### config.mk
export PLATFORM = sky130hd
export DESIGN_NAME = nsx_exec
export DESIGN_NICKNAME = d
export VERILOG_FILES = /design/src/nsx_op_decode.v /design/src/nsx_exec.v
export VERILOG_INCLUDE_DIRS = /design/src
export SDC_FILE = /design/constraint.sdc
export NUM_CORES = 1
export LEC_CHECK = 0
export BUFFER_PORTS_ARGS = -buffer_cell sky130_fd_sc_hd__buf_2
export CELL_PAD_IN_SITES_DETAIL_PLACEMENT = 0
export CELL_PAD_IN_SITES_GLOBAL_PLACEMENT = 1
export CORE_ASPECT_RATIO = 2
export CORE_MARGIN = 1
export CORE_UTILIZATION = 36
export DETAILED_ROUTE_END_ITERATION = 7
export HOLD_SLACK_MARGIN = 0.05
export PLACE_DENSITY = 0.87
export SYNTH_ARGS = -nofsm -noshare
export SYNTH_HDL_FRONTEND = slang
export SYNTH_SLANG_ARGS = --single-unit
### constraint.sdc
create_clock -name clk -period 1.8 [get_ports clk]
set_input_delay 0.18 -clock clk [delete_from_list [all_inputs] [get_ports clk]]
set_output_delay 0.18 -clock clk [all_outputs]
set_load 0.01 [all_outputs]
### src/nsx_defines.vh
// constants for the nibble swap / xor / direction-load execute block
`ifndef NSX_DEFINES_VH
`define NSX_DEFINES_VH

// ----------------------------------------------------------------------
// instruction word layout (14-bit word)
// ----------------------------------------------------------------------
`define NSX_IW_W        14
`define NSX_OPF_HI      13
`define NSX_OPF_LO      8
`define NSX_DEST_BIT    7
`define NSX_FADDR_HI    6
`define NSX_FADDR_LO    0
`define NSX_LIT_HI      7
`define NSX_LIT_LO      0
`define NSX_NIB_HI_HI   7
`define NSX_NIB_HI_LO   4
`define NSX_NIB_LO_HI   3
`define NSX_NIB_LO_LO   0

// ----------------------------------------------------------------------
// opcode fields
// ----------------------------------------------------------------------
`define NSX_OP_SWAP     6'h0e
`define NSX_OP_XORLIT   6'h3a
`define NSX_OP_XORFILE  6'h06
`define NSX_DIRLD_HI    11'h00c
`define NSX_DIRLD_W     11
`define NSX_PSEL_HI     2
`define NSX_PSEL_LO     0
`define NSX_PSEL_MIN    3'h5
`define NSX_PSEL_MAX    3'h7
`define NSX_DIRLD_LO    3
`define NSX_PSEL_A      3'h5
`define NSX_PSEL_B      3'h6
`define NSX_PSEL_C      3'h7

// ----------------------------------------------------------------------
// reset values
// ----------------------------------------------------------------------
`define NSX_ACC_RST     8'h00
`define NSX_DIR_RST     8'hff
`define NSX_ZERO_BYTE   8'h00
`define NSX_ZF_RST      1'b0
`define NSX_WREN_RST    1'b0

`endif

### src/nsx_op_decode.v
// instruction word decoder for the execute block
`timescale 1ns/100ps
`include "nsx_defines.vh"

module nsx_op_decode
(
    input  wire [13:0] instrWord,
    input  wire        instrValid,
    output wire        isSwap,
    output wire        isXorLit,
    output wire        isXorFile,
    output wire        isDirLoad
);

// ----------------------------------------------------------------------
// opcode match
// ----------------------------------------------------------------------
wire [5:0] opField;
wire [2:0] portSel;
assign opField = instrWord[`NSX_OPF_HI:`NSX_OPF_LO];
assign portSel = instrWord[`NSX_PSEL_HI:`NSX_PSEL_LO];

// one-hot class flags, qualified by a valid word
assign isSwap    = instrValid && (opField == `NSX_OP_SWAP);
assign isXorLit  = instrValid && (opField == `NSX_OP_XORLIT);
assign isXorFile = instrValid && (opField == `NSX_OP_XORFILE);
// operands outside 5..7 do nothing
assign isDirLoad = instrValid
                && (instrWord[`NSX_IW_W-1:`NSX_DIRLD_LO] == `NSX_DIRLD_HI)
                && (portSel >= `NSX_PSEL_MIN)
                && (portSel <= `NSX_PSEL_MAX);

endmodule // nsx_op_decode

### src/nsx_exec.v
// execute logic for nibble swap, xor and legacy port direction load
`timescale 1ns/100ps
`include "nsx_defines.vh"


module nsx_exec
(
    input  wire        clk,
    input  wire        srst,
    input  wire [13:0] instrWord,
    input  wire        instrValid,
    input  wire [7:0]  fileRdData,
    output wire [6:0]  fileAddr,
    output wire [7:0]  fileWrData,
    output wire        fileWrEn,
    output wire [7:0]  acc,
    output wire        zeroFlag,
    output wire [7:0]  dirA,
    output wire [7:0]  dirB,
    output wire [7:0]  dirC
);

// ----------------------------------------------------------------------
// decode
// ----------------------------------------------------------------------
wire isSwap;
wire isXorLit;
wire isXorFile;
wire isDirLoad;

nsx_op_decode uDecode
(
    .instrWord  (instrWord),
    .instrValid (instrValid),
    .isSwap     (isSwap),
    .isXorLit   (isXorLit),
    .isXorFile  (isXorFile),
    .isDirLoad  (isDirLoad)
);

// ----------------------------------------------------------------------
// operand fields
// ----------------------------------------------------------------------
wire       destFile;
wire [7:0] litVal;
wire [2:0] portSel;
assign destFile = instrWord[`NSX_DEST_BIT];
assign litVal   = instrWord[`NSX_LIT_HI:`NSX_LIT_LO];
assign portSel  = instrWord[`NSX_PSEL_HI:`NSX_PSEL_LO];
// file address goes to the register file read port
assign fileAddr = instrWord[`NSX_FADDR_HI:`NSX_FADDR_LO];

// ----------------------------------------------------------------------
// helpers
// ----------------------------------------------------------------------
function [7:0] swapNib;
    input [7:0] b;
    begin
        swapNib = {b[`NSX_NIB_LO_HI:`NSX_NIB_LO_LO],
                   b[`NSX_NIB_HI_HI:`NSX_NIB_HI_LO]};
    end
endfunction

function isZero;
    input [7:0] b;
    begin
        isZero = (b == `NSX_ZERO_BYTE);
    end
endfunction

function portHit;
    input [2:0] sel;
    input [2:0] code;
    begin
        portHit = (sel == code);
    end
endfunction

// ----------------------------------------------------------------------
// result datapath
// ----------------------------------------------------------------------
reg [7:0] result;
reg       toFile;
reg       toAcc;
reg       setsZero;

// combinational result and destination select
always @*
begin
    result   = `NSX_ZERO_BYTE;
    toFile   = 1'b0;
    toAcc    = 1'b0;
    setsZero = 1'b0;
    if (isSwap)
    begin
        result = swapNib(fileRdData);
        toFile = destFile;
        toAcc  = !destFile;
    end
    else if (isXorLit)
    begin
        result   = acc ^ litVal;
        toAcc    = 1'b1;
        setsZero = 1'b1;
    end
    else if (isXorFile)
    begin
        result   = acc ^ fileRdData;
        toFile   = destFile;
        toAcc    = !destFile;
        setsZero = 1'b1;
    end
end

// ----------------------------------------------------------------------
// architectural state
// ----------------------------------------------------------------------
reg  [7:0] acc_r;
reg  [7:0] acc_nxt;
reg        zeroFlag_r;
reg        zeroFlag_nxt;
reg        fileWrEn_r;
reg        fileWrEn_nxt;
reg  [7:0] fileWrData_r;
reg  [7:0] fileWrData_nxt;
reg  [7:0] dirA_r;
reg  [7:0] dirA_nxt;
reg  [7:0] dirB_r;
reg  [7:0] dirB_nxt;
reg  [7:0] dirC_r;
reg  [7:0] dirC_nxt;

// ----------------------------------------------------------------------
// next values
// ----------------------------------------------------------------------
// accumulator, zero flag and write data hold unless an op targets them; write enable follows toFile
always @*
begin
    acc_nxt        = acc_r;
    zeroFlag_nxt   = zeroFlag_r;
    fileWrEn_nxt   = toFile;
    fileWrData_nxt = fileWrData_r;
    if (toFile)
        fileWrData_nxt = result;
    if (toAcc)
        acc_nxt = result;
    if (setsZero)
        zeroFlag_nxt = isZero(result);
end

// direction registers load from the accumulator; flags never touched
always @*
begin
    dirA_nxt = dirA_r;
    dirB_nxt = dirB_r;
    dirC_nxt = dirC_r;
    if (isDirLoad)
    begin
        if (portHit(portSel, `NSX_PSEL_A))
            dirA_nxt = acc_r;
        if (portHit(portSel, `NSX_PSEL_B))
            dirB_nxt = acc_r;
        if (portHit(portSel, `NSX_PSEL_C))
            dirC_nxt = acc_r;
    end
end

// ----------------------------------------------------------------------
// registers
// ----------------------------------------------------------------------
// accumulator, zero flag and registered file write port
always @(posedge clk)
begin
    if (srst)
    begin
        acc_r        <= `NSX_ACC_RST;
        zeroFlag_r   <= `NSX_ZF_RST;
        fileWrEn_r   <= `NSX_WREN_RST;
        fileWrData_r <= `NSX_ZERO_BYTE;
    end
    else
    begin
        acc_r        <= acc_nxt;
        zeroFlag_r   <= zeroFlag_nxt;
        fileWrEn_r   <= fileWrEn_nxt;      // one-cycle strobe
        fileWrData_r <= fileWrData_nxt;
    end
end

// direction registers reset to all inputs
always @(posedge clk)
begin
    if (srst)
    begin
        dirA_r <= `NSX_DIR_RST;
        dirB_r <= `NSX_DIR_RST;
        dirC_r <= `NSX_DIR_RST;
    end
    else
    begin
        dirA_r <= dirA_nxt;
        dirB_r <= dirB_nxt;
        dirC_r <= dirC_nxt;
    end
end

// ----------------------------------------------------------------------
// outputs straight from flip-flops
// ----------------------------------------------------------------------
assign acc        = acc_r;
assign zeroFlag   = zeroFlag_r;
assign fileWrEn   = fileWrEn_r;
assign fileWrData = fileWrData_r;
assign dirA       = dirA_r;
assign dirB       = dirB_r;
assign dirC       = dirC_r;

endmodule // nsx_exec

# After elaboration in Yosys (flattened, before gate mapping)
# Cells that the tools add are included.
# totals
reg_bits	42
latchBits	0
mem_bits_rw	0
mem_bits_ro	0
in_bits	25
out_inout_bits	49
word_cells	41
mem_count	0
# op_classes
n_addsub	0
mul	0
div_mod_pow	0
magnitude_cmp	2
n_eq_ne	7
shifts	0
muxes	12
bitwise	2
n_reduce_logical	11
# op_table
operator	n
2-to-1 mux 8 bit	3
bitwise XOR 8 bit	2
== test 11 x 4 -> 1 bit (second input constant)	1
== test 3 bit (second input constant)	3
2-to-1 mux 1 bit	9
logical NOT 8 bit	1
== test 6 x 3 -> 1 bit (second input constant)	1
== test 6 x 4 -> 1 bit (second input constant)	1
== test 6 bit (second input constant)	1
logical AND 1 bit	6
AND reduction 2 bit	3
greater-or-equal comparator 3 bit (second input constant)	1
less-or-equal comparator 3 bit (second input constant)	1
logical NOT 1 bit	1

# Longest topological paths before layout
# Gate-level depths: netlist of the first run.
# logic_depth
depth_word	6
ltp_mapped	8
mapped_depth_nobuf	6

# Modules after synthesis
# From an unflattened synthesis of the first run, not the netlist that was laid out.
# hier_totals
cells_unflattened	251
area_unflattened_um2	2249.7
# modules_own_cells
mod	n_inst	cells_per_inst	area_per_inst_um2	seq_area_each_um2
nsx_exec	1	241	2159.6	840.8
nsx_op_decode	1	10	90.1	0.0

# Worst setup path after synthesis of the first run
# OpenSTA, ideal clock, no wires.
# synth_path
path_type	input-to-reg
from	input instrWord[11]
to	register dirA_r[6] (netlist: dirA[6])
setup_time_ps	120
arrival_ps	1497
t_required_ps	1680
setup_slack_ps	183
cell_stages	8
n_path_buf	3
path_cell_list	buf_2 nor4b_1 and4_1 and3b_1 buf_2 buf_6 nor2b_1 a211o_1
# synth_between
elab_chain_cells	5
# synth_lines
item	line_no	source
start, declared	nsx_exec.v:10	input wire [13:0] instrWord,
== test 11 x 4 -> 1 bit (no line)	n/a	
logical AND 1 bit (3 in series)	nsx_op_decode.v:28	assign isDirLoad = instrValid
AND reduction 2 bit (no line)	n/a	
end signal, assigned	nsx_exec.v:195	dirA_r <= `NSX_DIR_RST;
end signal, assigned	nsx_exec.v:201	dirA_r <= dirA_nxt;
end, declared	nsx_exec.v:126	reg [7:0] dirA_r;
# Every way passes these cells.
# A chain may end at the register's enable or synchronous reset.

# Final worst setup path of the first run
# layout_path
from	register acc_r[7] (netlist: acc[7])
to	register zeroFlag_r (netlist: zeroFlag)
# layout_between
elab_chain_cells	5
elab_cells_between_ends	6
classes_between	mux (3); bitwise (2); reduce/logical (1)
# layout_lines
item	line_no	source
start, declared	nsx_exec.v:118	reg [7:0] acc_r;
start signal, assigned	nsx_exec.v:176	acc_r <= `NSX_ACC_RST;
start signal, assigned	nsx_exec.v:183	acc_r <= acc_nxt;
bitwise XOR 8 bit	nsx_exec.v:108	result = acc ^ fileRdData;
2-to-1 mux 8 bit	nsx_exec.v:106	else if (isXorFile)
2-to-1 mux 8 bit *	nsx_exec.v:100	else if (isXorLit)
2-to-1 mux 8 bit *	nsx_exec.v:94	if (isSwap)
logical NOT 8 bit (no line) *	n/a	
end signal, assigned	nsx_exec.v:177	zeroFlag_r <= `NSX_ZF_RST;
end signal, assigned	nsx_exec.v:184	zeroFlag_r <= zeroFlag_nxt;
end, declared	nsx_exec.v:120	reg zeroFlag_r;
# Every way passes the cells marked *; elsewhere a longest branch is shown, timed or not.

==> results of run 1 <==
==> metrics by stage <==
stage	setup slack (ns)	total power, mW	util	instance area (um^2)
2_1_floorplan	0.183	1.04	-	2050
3_3_place_gp	-0.00630	1.11	0.458	2510
3_5_place_dp	-0.0583	1.11	0.458	2510
4_1_cts	0.161	1.85	0.479	2620
5_1_grt	0.0239	1.91	0.479	2620
6_report	0.161	1.84	0.479	2620
==> sequential cells by signal, indices dropped and copies added, names as in the netlist <==
signal and count:
fileWrData 8, dirB 8, dirC 8, dirA 8, fileWrEn 1, acc 8, zeroFlag 1
==> cell families (layout without fill, tap and decap cells) <==
| family | count (synthesis) | in the layout | synth area share |
|---|---|---|---|
| and+or+nand+nor | 81 | 81 | 0.218 |
| AOI/OAI and AO/OA | 61 | 61 | 0.229 |
| xor gates and xnor gates | 10 | 10 | 0.0427 |
| buffers and inverters | 34 | 107 | 0.0865 |
| muxes | 3 | 3 | 0.0146 |
| DFF | 42 | 42 | 0.410 |
==> how the worst max path moves through the flow <==
stage                        from  cells past startpoint  slack [ns]       end
floorplan           instrWord[11]                      8        0.18   dirA[6]
global placement     instrWord[7]                      7      -0.006   dirB[4]
detailed placement   instrWord[7]                      7       -0.06   dirB[4]
CTS                        acc[7]                      6        0.16  zeroFlag
global route               acc[7]                      6        0.02  zeroFlag
finish                     acc[7]                      6        0.16  zeroFlag
==> tightest hold or removal path: cells and delay by family <==
family | cells | cell delay [ns]
AO/OA/AOI/OAI | 2 | 0.21
AND/OR/NAND/NOR | 1 | 0.05
buffers and inverters | 1 | 0.11
==> per-layer routing <==
layer,share of wire,vias to the layer above
li1,-,960
met4,0.034,0
met3,0.046,17
met2,0.54,54
met1,0.38,867
met5,0,-
==> power by group through the flow <==
stage	logic (mW)	clock network, mW	registers [mW]
floorplan	0.0777	0	0.959
global placement	0.148	0	0.961
detailed placement	0.149	0	0.961
CTS	0.149	0.766	0.939
global route	0.163	0.810	0.940
finish	0.149	0.750	0.939
==> area by class of cell <==
type                    instances  area [um^2]
repair buffers                 91          526
fillers                       540         2850
clock inverters                 3         43.8
inverters                       8         30.0
clock buffers                   5         68.8
multi-input cells             155         1030
well taps                      60         75.1
flip-flops and latches         42          841
==> Yosys cell counts, types with 2 or more instances <==
library cell,number,share of area
sky130_fd_sc_hd__buf_2,7,0.017
sky130_fd_sc_hd__mux2i_1,3,0.015
sky130_fd_sc_hd__and3_1,3,0.0091
sky130_fd_sc_hd__clkbuf_1,6,0.011
sky130_fd_sc_hd__and4_1,2,0.0085
sky130_fd_sc_hd__nand3_1,4,0.0098
sky130_fd_sc_hd__o221ai_1,2,0.0085
sky130_fd_sc_hd__a211oi_1,16,0.059
sky130_fd_sc_hd__dfxtp_1,42,0.41
sky130_fd_sc_hd__inv_1,8,0.015
sky130_fd_sc_hd__a21oi_1,6,0.015
sky130_fd_sc_hd__nor2b_1,19,0.058
sky130_fd_sc_hd__o21ai_0,2,0.0049
sky130_fd_sc_hd__buf_4,7,0.026
sky130_fd_sc_hd__nand2_1,9,0.016
sky130_fd_sc_hd__nor3_1,5,0.012
sky130_fd_sc_hd__buf_6,2,0.011
sky130_fd_sc_hd__nor2_1,26,0.048
sky130_fd_sc_hd__a22oi_1,2,0.0073
sky130_fd_sc_hd__o211ai_1,2,0.0073
sky130_fd_sc_hd__a211o_1,24,0.10
sky130_fd_sc_hd__o22ai_1,3,0.0091
sky130_fd_sc_hd__and2_1,2,0.0061
sky130_fd_sc_hd__xnor2_1,9,0.038
sky130_fd_sc_hd__nor4b_1,2,0.0085
sky130_fd_sc_hd__buf_1,4,0.0073
==> summary.md, run 1 <==
| Metric | Value |
|---|---|
| Result of the run | finished, final reports clean |
| Logic gate share of total power | 0.081 |
| Maximum clock frequency | approximately 610 MHz |
| Port bufs | between 70 and 80 |
| Count of unique library cells instantiated by Yosys | 40 |
| 1st-iter DRT viols | 37 |
| Total negative slack | 0 ns |
| Post-detail-place hpwl | 4520 um |
| Clk pwr share | 0.408 |
| Critical Path Source Type | flip-flop |
| Buffer cell driving the clock tree root | sky130_fd_sc_hd__clkbuf_8 |
| Critical-path top delay cell | sky130_fd_sc_hd__dfxtp_1 |
| Residual antenna-violating net count after detailed routing | 0 |
| DIE WIDTH | around 55 um |
| Wire length per cell after detailed routing | 15.8 um |
| Share of the clock period used by the worst path after layout | 0.910 |
| Net total in the final layout | around 330 |
| Hold-fix buffer count after cts | 0 |
| Crit path buf inv count | 0 |
| Met2 usage in global routing | 0.363 |
| Number of global-route vias before repair | between 1500 and 2000 |
| Site row count | 38 |
| Slew of the pin with the lowest slew margin | 0.505 ns |
| Share of power burned in registers | 0.511 |
| Number of vias in the routed layout | about 1900 |
| Ant. Diodes | 0 |
| Total instance count after detailed placement | between 300 and 400 |
| Effective utilization at floorplan | 0.376 |
| Terminus of the critical flop-to-flop path | zeroFlag |
| End point of the most critical hold path | zeroFlag |
| Worst endpoint required time | 2.04 ns |
| Cell-internal power | roughly 1.4 mW |
| Area enclosed by the die boundary | 6030 um^2 |
| Number of detailed-routing iterations run before antenna repair | 4 |
| Critical Path End Type | flip-flop |
| Worst Path Class, Setup | reg -> reg |
| Total global-route track usage | 0.196 |
| Met1 track demand over resource | 0.197 |
| Max clock buf depth | 2 |
| Synthesized net count | 256 |
| Power density relative to cell area | around 700 nW/um^2 |
| Sequential area share after synthesis | 0.410 |
| Number of max-slew violations in the final report | 0 |
| Depth of the worst hold-timing path | 4 |
| Syn. warnings | 0 |
| Most frequent cells in the layout | 73 x sky130_fd_sc_hd__buf_2, 42 x sky130_fd_sc_hd__dfxtp_1, 26 x sky130_fd_sc_hd__nor2_1 |
| Number of remaining DRC errors | 0 |
| Most used flip-flop cell after synthesis | sky130_fd_sc_hd__dfxtp_1 |
| Delay-heaviest family, CP | compound AO/OA/AOI/OAI gates |
| Final wirelength | approximately 5800 um |
| Clock network latency to the later pin of the worst-skew pair | around 0.3 ns |
| Total of flip-flops plus latches after synthesis | 42 |
| R2R setup slack | ~0.16 ns |
| CTS tree | built |
| Critical path data arrival time | 1.87 ns |
| Core Footprint | approximately 5500 um^2 |
| Mapped Cells | roughly 230 |
| Crit Reg-Reg Startpoint | acc[7] |
| Met3 capacity usage during global routing | 0.0439 |
| Setup Viol. Count Final | 0 |
| Final weighted congestion in routability-driven placement | roughly 0.85 |
| Worst-case hold slack | around 0.30 ns |
| Total gr overflow | 0 |
| Hold Path Class | in -> reg |
| DR vias/cell | ~5.2 |
| Share of post-route cells with drive strength above 1 | 0.339 |
| Delay contributed by the slowest stage of the critical path | around 0.4 ns |
| P_sw | 426 uW |
| Start point of the worst min-delay path | fileRdData[2] |
| Final critical-path required period | between 1.5 and 2 ns |
| Max-capacitance violation count | 0 |
| Sink Count | 42 |
| Number of buffers inserted to repair setup after CTS | 0 |
| CTS HTree Levels | 2 |
| Share of synthesized flip-flops with an asynchronous set or reset | 0 |
| Height of the die | ~110 um |
| Combined area of all synthesized cells | approximately 2000 um^2 |
| Commonest non-fill, non-tap cell in the layout | sky130_fd_sc_hd__buf_2 |
| Maximum number of pins on one net before global-route repair | 28 |
| Total clock buffers created by CTS | 5 |
| Wire length of the first global-routing pass | between 9000 and 10000 um |
| Signed area change from the synthesized netlist to the final layout | 27.5% |
| Hold violation total from the final report | 0 |
| Reg2Reg Depth | 6 |
| RSZ-0062 raised after global routing | false |
| Cts repair resizes | 0 |
| Grt peak-use layer | met2 |
| Antenna violations before repair | 0 |
| Post-Synthesis Mean Instance Area | between 8 and 9 um^2 |
| Leakage power total | 1.01 nW |
| Number of enable flip-flop cells after synthesis | 0 |
| Peak VDD IR | 0.887 mV |
| Io pins | 74 |
| Crit Path Max Fanout | 3 |
| Clock slew at the register clock pins of the worst setup and hold paths | roughly 0.090 ns |
| Clock tree skew after final layout | 0.00946 ns |
| Slew Limit Headroom | 0.664 |
| CP cell instances | xnor2_1 > o21ai_0 > a22oi_1 > nor4b_1 > o2111ai_1 > o21ai_1 |
| Switching power as a share of total power | 0.232 |
| Final cell count without fillers | 364 |
Note: power is estimated with default switching activity, not from simulation.
==> run 2: changes to the inputs <==
- PLACE_DENSITY: 0.87 -> 0.88
- clock period: 1.8 -> 1.61 ns (I/O delays scaled with it)
==> summary.md, run 2 (synthesis gave the netlist of run 1 again) <==
| Metric | Value |
|---|---|
| Hold Path Class | in -> reg (unchanged) |
| Commonest non-fill, non-tap cell in the layout | sky130_fd_sc_hd__buf_2 (unchanged) |
| # fillers | 559 (was 540) |
| Wire length of the first global-routing pass | 9320 um (was 9000 um) |
| Final weighted congestion in routability-driven placement | 0.887 (was 0.846) |
| Share of the clock period used by the worst path after layout | 0.901 (was 0.910) |
| RSZ-0062 raised after global routing | false (unchanged) |
| CTS tree | built (unchanged) |
| 1st-iter DRT viols | 49 (was 37) |
| Total clock buffers created by CTS | 5 (unchanged) |
| Max-capacitance violation count | 0 (unchanged) |
| Area enclosed by the die boundary | 6030 um^2 (unchanged) |
| Effective utilization at floorplan | 0.376 (unchanged) |
| Worst Path Class, Setup | reg -> reg (unchanged) |
| Number of detailed-routing iterations run before antenna repair | 4 (unchanged) |
| Net total in the final layout | 342 (was 328) |
| Max clock buf depth | 2 (unchanged) |
| Height of the die | 109 um (unchanged) |
| Port bufs | 73 (unchanged) |
| Critical path data arrival time | 1.63 ns (was 1.87 ns) |
| Residual antenna-violating net count after detailed routing | 0 (unchanged) |
| Share of post-route cells with drive strength above 1 | 0.374 (was 0.339) |
| Crit Path Max Fanout | 7 (was 3) |
| Setup Viol. Count Final | 0 (unchanged) |
| Antenna violations before repair | 0 (unchanged) |
| Ant. Diodes | 0 (unchanged) |
| Clock network latency to the later pin of the worst-skew pair | 0.30 ns (about the same) |
| Buffer cell driving the clock tree root | sky130_fd_sc_hd__clkbuf_8 (unchanged) |
| DR vias/cell | 5.28 (was 5.21) |
| Io pins | 74 (unchanged) |
| Maximum number of pins on one net before global-route repair | 27 (was 28) |
| Worst endpoint required time | 1.79 ns (was 2.04 ns) |
| Site row count | 38 (unchanged) |
| CTS HTree Levels | 2 (unchanged) |
| Most frequent cells in the layout | 73 x sky130_fd_sc_hd__buf_2, 42 x sky130_fd_sc_hd__dfxtp_1, 28 x sky130_fd_sc_hd__buf_4 (was 73 x sky130_fd_sc_hd__buf_2, 42 x sky130_fd_sc_hd__dfxtp_1, 26 x sky130_fd_sc_hd__nor2_1) |
| DIE WIDTH | 55.4 um (unchanged) |
| Overall power after layout | 1.93 mW (was 1.84 mW) |
| Power density relative to cell area | 704 nW/um^2 (was 702 nW/um^2) |
| Critical Path End Type | flip-flop (unchanged) |
| Number of vias in the routed layout | 1994 (was 1898) |
| Clock tree skew after final layout | 0.00689 ns (was 0.00946 ns) |
| Slew Limit Headroom | 0.687 (was 0.664) |
| Result of the run | finished, final reports clean (unchanged) |
| Total gr overflow | 0 (unchanged) |
| Utilization after layout | 0.501 (was 0.479) |
| Slew of the pin with the lowest slew margin | 0.469 ns (was 0.505 ns) |
| Number of global-route vias before repair | 1903 (was 1850) |
| Hold-fix buffer count after cts | 0 (unchanged) |
| Clock slew at the register clock pins of the worst setup and hold paths | 0.09 ns (about the same) |
| Total global-route track usage | 0.200 (was 0.196) |
| Core Footprint | 5470 um^2 (unchanged) |
| Post-detail-place hpwl | 4590 um (was 4520 um) |
| Hold violation total from the final report | 0 (unchanged) |
| Wire length per cell after detailed routing | 15.3 um (was 15.8 um) |
| Maximum clock frequency | 689 MHz (was 610 MHz) |
| Signed area change from the synthesized netlist to the final layout | 33.5% (was 27.5%) |
| Final critical-path required period | 1.45 ns (was 1.64 ns) |
| Final wirelength | 5790 um (was 5750 um) |
| Sink Count | 42 (unchanged) |
| Number of max-slew violations in the final report | 0 (unchanged) |
| Leakage power total | 1.07 nW (was 1.01 nW) |
| Critical Path Source Type | flip-flop (unchanged) |
| Number of remaining DRC errors | 0 (unchanged) |
| Peak VDD IR | 0.659 mV (was 0.887 mV) |
==> run 2: changes by cell type in the layout (fill, tap and decap cells not counted), sizes merged <==
cell / before / now
clkinv: 1 / 0
buf: 91 / 105
clkinvlp: 0 / 2
bufinv: 1 / 0
==> run 2: path summary, 6_finish.rpt <==
| path | start | to | slack (ns) | depth (start not counted) |
|---|---|---|---|---|
| hold / removal | fileRdData[7] | zeroFlag | 0.23 | 4 |
| setup reg to reg | acc[3] | fileWrData[3] | 0.16 | 5 |
| hold reg to reg | dirC[5] | dirC[5] | 0.46 | 1 |
| setup / recovery | acc[3] | fileWrData[3] | 0.16 | 5 |
==> run 2: timing repair <==
action / 4_1_cts / 5_1_grt
gates resized for setup: 0 / 2
endpoints found under the setup margin: 0 / 3
setup buffers: 0 / 1
==> run 2: metal layers <==
metal / global-route usage / part of all wire / vias up
li1: - / - / 989
met1: 0.204 / 0.37 / 924
met2: 0.381 / 0.55 / 62
met3: 0.0391 / 0.042 / 19
met4: 0.0964 / 0.033 / 0
met5: 0 / 0 / -
==> run 2: cell type report <==
cell class / instances / area (um^2) / area share
Inverter: 8 / 30.0 / 0.0110
Clock buffer: 5 / 68.8 / 0.0251
Sequential cell: 42 / 841 / 0.307
Clock inverter: 3 / 23.8 / 0.00868
Timing Repair Buffer: 105 / 656 / 0.239
Tap cell: 60 / 75.1 / 0.0274
Multi-Input combinational cell: 155 / 1050 / 0.382
==> run 2: where the power goes <==
part / internal [mW] / switching, mW
combinational: 0.0810 / 0.0977
clock: 0.310 / 0.391
sequential: 1.04 / 0.00655
==> run 2: per-stage QoR <==
stage | setup TNS, ns | hold slack [ns] | area (um^2) | cells | setup slack (ns)
2_1_floorplan | 0 | 0.405 | 2050 | 231 | 0.0122
5_1_grt | 0 | 0.274 | 2740 | 378 | 0.00605
3_5_place_dp | -2.65 | 0.445 | 2620 | 369 | -0.205
6_report | 0 | 0.232 | 2740 | 378 | 0.160
3_3_place_gp | -2.15 | 0.443 | 2620 | 369 | -0.148
4_1_cts | 0 | 0.227 | 2710 | 377 | 0.0931
==> run 2: critical path, cell delays in order, from the launching register on <==
cell	delay (ns)
sky130_fd_sc_hd__dfxtp_1	0.51
sky130_fd_sc_hd__nor2b_1	0.08
sky130_fd_sc_hd__o211ai_1	0.18
sky130_fd_sc_hd__o211ai_1	0.14
sky130_fd_sc_hd__mux2i_1	0.30
sky130_fd_sc_hd__a211oi_1	0.12
==> run 3: changes to the inputs <==
- CELL_PAD_IN_SITES_DETAIL_PLACEMENT: 0 -> default
- CELL_PAD_IN_SITES_GLOBAL_PLACEMENT: 1 -> default
- CORE_UTILIZATION: 36 -> 49
- PLACE_DENSITY: 0.88 -> 0.87
- clock period: 1.61 -> 1.6 ns (I/O delays scaled with it)
==> summary.md, run 3 (synthesis gave the netlist of run 1 again) <==
| Metric | Value |
|---|---|
| Buffer cell driving the clock tree root | sky130_fd_sc_hd__clkbuf_8 (unchanged) |
| DIE WIDTH | 47.8 um (was 55.4 um) |
| Final critical-path required period | roughly 1.5 ns |
| Total instance count after detailed placement | 358 (was 369) |
| Number of max-slew violations in the final report | 0 (unchanged) |
| Critical path data arrival time | 1.69 ns (was 1.63 ns) |
| Hold-fix buffer count after cts | 0 (unchanged) |
| Result of the run | finished, final reports clean (unchanged) |
| Max clock buf depth | 2 (unchanged) |
| Routed length on met2 | 3090 um (was 3180 um) |
| CTS tree | built (unchanged) |
| # fillers | 376 (was 559) |
| Highest routed metal layer | met4 (unchanged) |
| Core Footprint | 4050 um^2 (was 5470 um^2) |
| Crit path buf inv count | 1 (was 0) |
| Critical-path top delay cell | sky130_fd_sc_hd__or3b_1 (was sky130_fd_sc_hd__dfxtp_1) |
| DR vias/cell | 5.59 (was 5.28) |
| CP cell instances | buf_2 > or3b_1 > nor4_2 > nand4_1 > nor2_4 > nor2b_1 > a211o_1 (was nor2b_1 > o211ai_1 > o211ai_1 > mux2i_1 > a211oi_1) |
| Share of the clock period used by the worst path after layout | 0.938 |
| Source of the critical timing path | instrWord[7] (was acc[3]) |
| Clock slew at the register clock pins of the worst setup and hold paths | 0.09 ns (about the same) |
| Port bufs | 73 (unchanged) |
| Slew Limit Headroom | 0.665 (was 0.687) |
| Number of global-route vias before repair | 1908 (was 1903) |
| Most frequent cells in the layout | 73 x sky130_fd_sc_hd__buf_2, 41 x sky130_fd_sc_hd__dfxtp_1, 27 x sky130_fd_sc_hd__buf_4 (was 73 x sky130_fd_sc_hd__buf_2, 42 x sky130_fd_sc_hd__dfxtp_1, 28 x sky130_fd_sc_hd__buf_4) |
| Net total in the final layout | 338 (was 342) |
| Crit Reg-Reg Startpoint | acc[7] (was acc[3]) |
| Worst-case hold slack | 0.253 ns (was 0.232 ns) |
| Critical path endpoint | dirB[6] (was fileWrData[3]) |
| Number of buffers inserted to repair setup after CTS | 0 (unchanged) |
| Total placed instance area | 2560 um^2 (was 2620 um^2) |
| Hold violation total from the final report | 0 (unchanged) |
| CTS HTree Levels | 2 (unchanged) |
| R2R setup slack | 0.11 ns (was 0.16 ns) |
| Number of detailed-routing iterations run before antenna repair | 4 (unchanged) |
| Residual antenna-violating net count after detailed routing | 0 (unchanged) |
| Footprint of the flip-flops and latches | 842 um^2 (was 841 um^2) |
| Site row count | 33 (was 38) |
| Number of gates on the worst path with buffers counted | 7 (was 5) |
| Worst endpoint required time | 1.79 ns (about the same) |
| Final weighted congestion in routability-driven placement | 0.902 (was 0.887) |
| Wire length of the first global-routing pass | 9020 um (was 9320 um) |
| Critical Path End Type | flip-flop (unchanged) |
| Post-detail-place hpwl | 4280 um (was 4590 um) |
| Final cell count without fillers | 366 (was 378) |
| Maximum number of pins on one net before global-route repair | 25 (was 27) |
| Signed area change from the synthesized netlist to the final layout | 30.7% (was 33.5%) |
| Setup Viol. Count Final | 0 (unchanged) |
| Number of remaining DRC errors | 0 (unchanged) |
| Clock network latency to the later pin of the worst-skew pair | 0.30 ns (about the same) |
| Wire length per cell after detailed routing | 15.3 um (about the same) |
| Leakage power total | 1.06 nW (was 1.07 nW) |
| Total global-route track usage | 0.281 (was 0.200) |
| Ant. Diodes | 0 (unchanged) |
| Effective utilization at floorplan | 0.507 (was 0.376) |
| Io pins | 74 (unchanged) |
| Sink Count | 42 (unchanged) |
| Met3 wire length | 240 um (was 245 um) |
| Share of post-route cells with drive strength above 1 | 0.366 (was 0.374) |
| Maximum clock frequency | between 600 and 700 MHz |
| Commonest non-fill, non-tap cell in the layout | sky130_fd_sc_hd__buf_2 (unchanged) |
| Height of the die | 93.5 um (was 109 um) |
| Clock tree skew after final layout | 0.00780 ns (was 0.00689 ns) |
| Cts repair resizes | 0 (unchanged) |
| Max-capacitance violation count | 0 (unchanged) |
| Area occupied by multi-input gates | 1040 um^2 (was 1050 um^2) |
| Critical Path Source Type | primary input (was flip-flop) |
| Reg2Reg Depth | 6 (was 5) |
| Hold Path Class | in -> reg (unchanged) |
| Peak VDD IR | 0.610 mV (was 0.659 mV) |
| Number of vias in the routed layout | 2045 (was 1994) |
| Final standard cell area without fillers | 2680 um^2 (was 2740 um^2) |
| Total gr overflow | 0 (unchanged) |
| Delay contributed by the slowest stage of the critical path | 0.38 ns (was 0.51 ns) |
| 1st-iter DRT viols | 53 (was 49) |
| Slew of the pin with the lowest slew margin | 0.502 ns (was 0.469 ns) |
| Power density relative to cell area | 786 nW/um^2 (was 704 nW/um^2) |
| Antenna violations before repair | 0 (unchanged) |
| WL met1 | 2020 um (was 2170 um) |
| Delay-heaviest family, CP | simple AND/OR/NAND/NOR gates (was flip-flops) |
| Crit Path Max Fanout | 14 (was 7) |
| Area enclosed by the die boundary | 4470 um^2 (was 6030 um^2) |
| Worst Path Class, Setup | in -> reg (was reg -> reg) |
| Terminus of the critical flop-to-flop path | zeroFlag (was fileWrData[3]) |
| Final wirelength | 5610 um (was 5790 um) |
| Total clock buffers created by CTS | 5 (unchanged) |
==> run 3: changes by cell type in the layout (fill, tap and decap cells not counted), sizes merged <==
cell and delta:
buf -4, bufinv +1, clkinvlp -1
==> run 3: per-stage QoR <==
step	worst slack (ns)	utilization	setup TNS (ns)	total power [mW]
floorplan	0.00323	-	0	1.17
global placement	-0.174	0.632	-1.89	1.25
detailed placement	-0.197	0.632	-2.14	1.25
CTS	0.107	0.661	0	2.13
global route	-0.0116	0.663	-0.0116	2.19
finish	0.100	0.663	0	2.11
==> run 3: where the power goes <==
group          switching, mW  internal [mW]  leakage, nW
Clock                  0.402          0.475       0.0563
Sequential           0.00769           1.05        0.340
Combinational         0.0962         0.0786        0.661
Total                  0.506           1.60         1.06
==> run 3: final cells by class <==
| type | instances | area share |
|---|---|---|
| clock buffers | 5 | 0.0256 |
| clock inverters | 3 | 0.0182 |
| inverters | 8 | 0.0112 |
| multi-input cells | 155 | 0.388 |
| flip-flops and latches | 42 | 0.314 |
| well taps | 52 | 0.0242 |
| repair buffers | 101 | 0.219 |
==> run 3: worst min path at each step <==
| stage | start | to | slack [ns] | cells past startpoint |
|---|---|---|---|---|
| after floorplan | fileRdData[7] | zeroFlag | 0.40 | 3 |
| after global placement | dirC[4] | dirC[4] | 0.44 | 1 |
| after detailed placement | dirC[5] | dirC[5] | 0.45 | 1 |
| after CTS | fileRdData[7] | zeroFlag | 0.25 | 4 |
| after global routing | fileRdData[7] | zeroFlag | 0.27 | 4 |
| final | fileRdData[7] | zeroFlag | 0.25 | 4 |
==> run 3: routing by layer <==
| layer | vias to the layer above | GRT usage |
|---|---|---|
| li1 | 987 | - |
| met1 | 965 | 0.311 |
| met2 | 71 | 0.461 |
| met3 | 22 | 0.0579 |
| met4 | 0 | 0.162 |
| met5 | - | 0 |
==> run 3: worst register-to-register path, cell delays in order, from the launching register on <==
cell                        delay (ns)
sky130_fd_sc_hd__dfxtp_1          0.39
sky130_fd_sc_hd__xnor2_1          0.12
sky130_fd_sc_hd__o21ai_0          0.08
sky130_fd_sc_hd__a22oi_1          0.27
sky130_fd_sc_hd__nor4b_2          0.27
sky130_fd_sc_hd__o2111ai_1        0.15
sky130_fd_sc_hd__o21ai_1          0.14
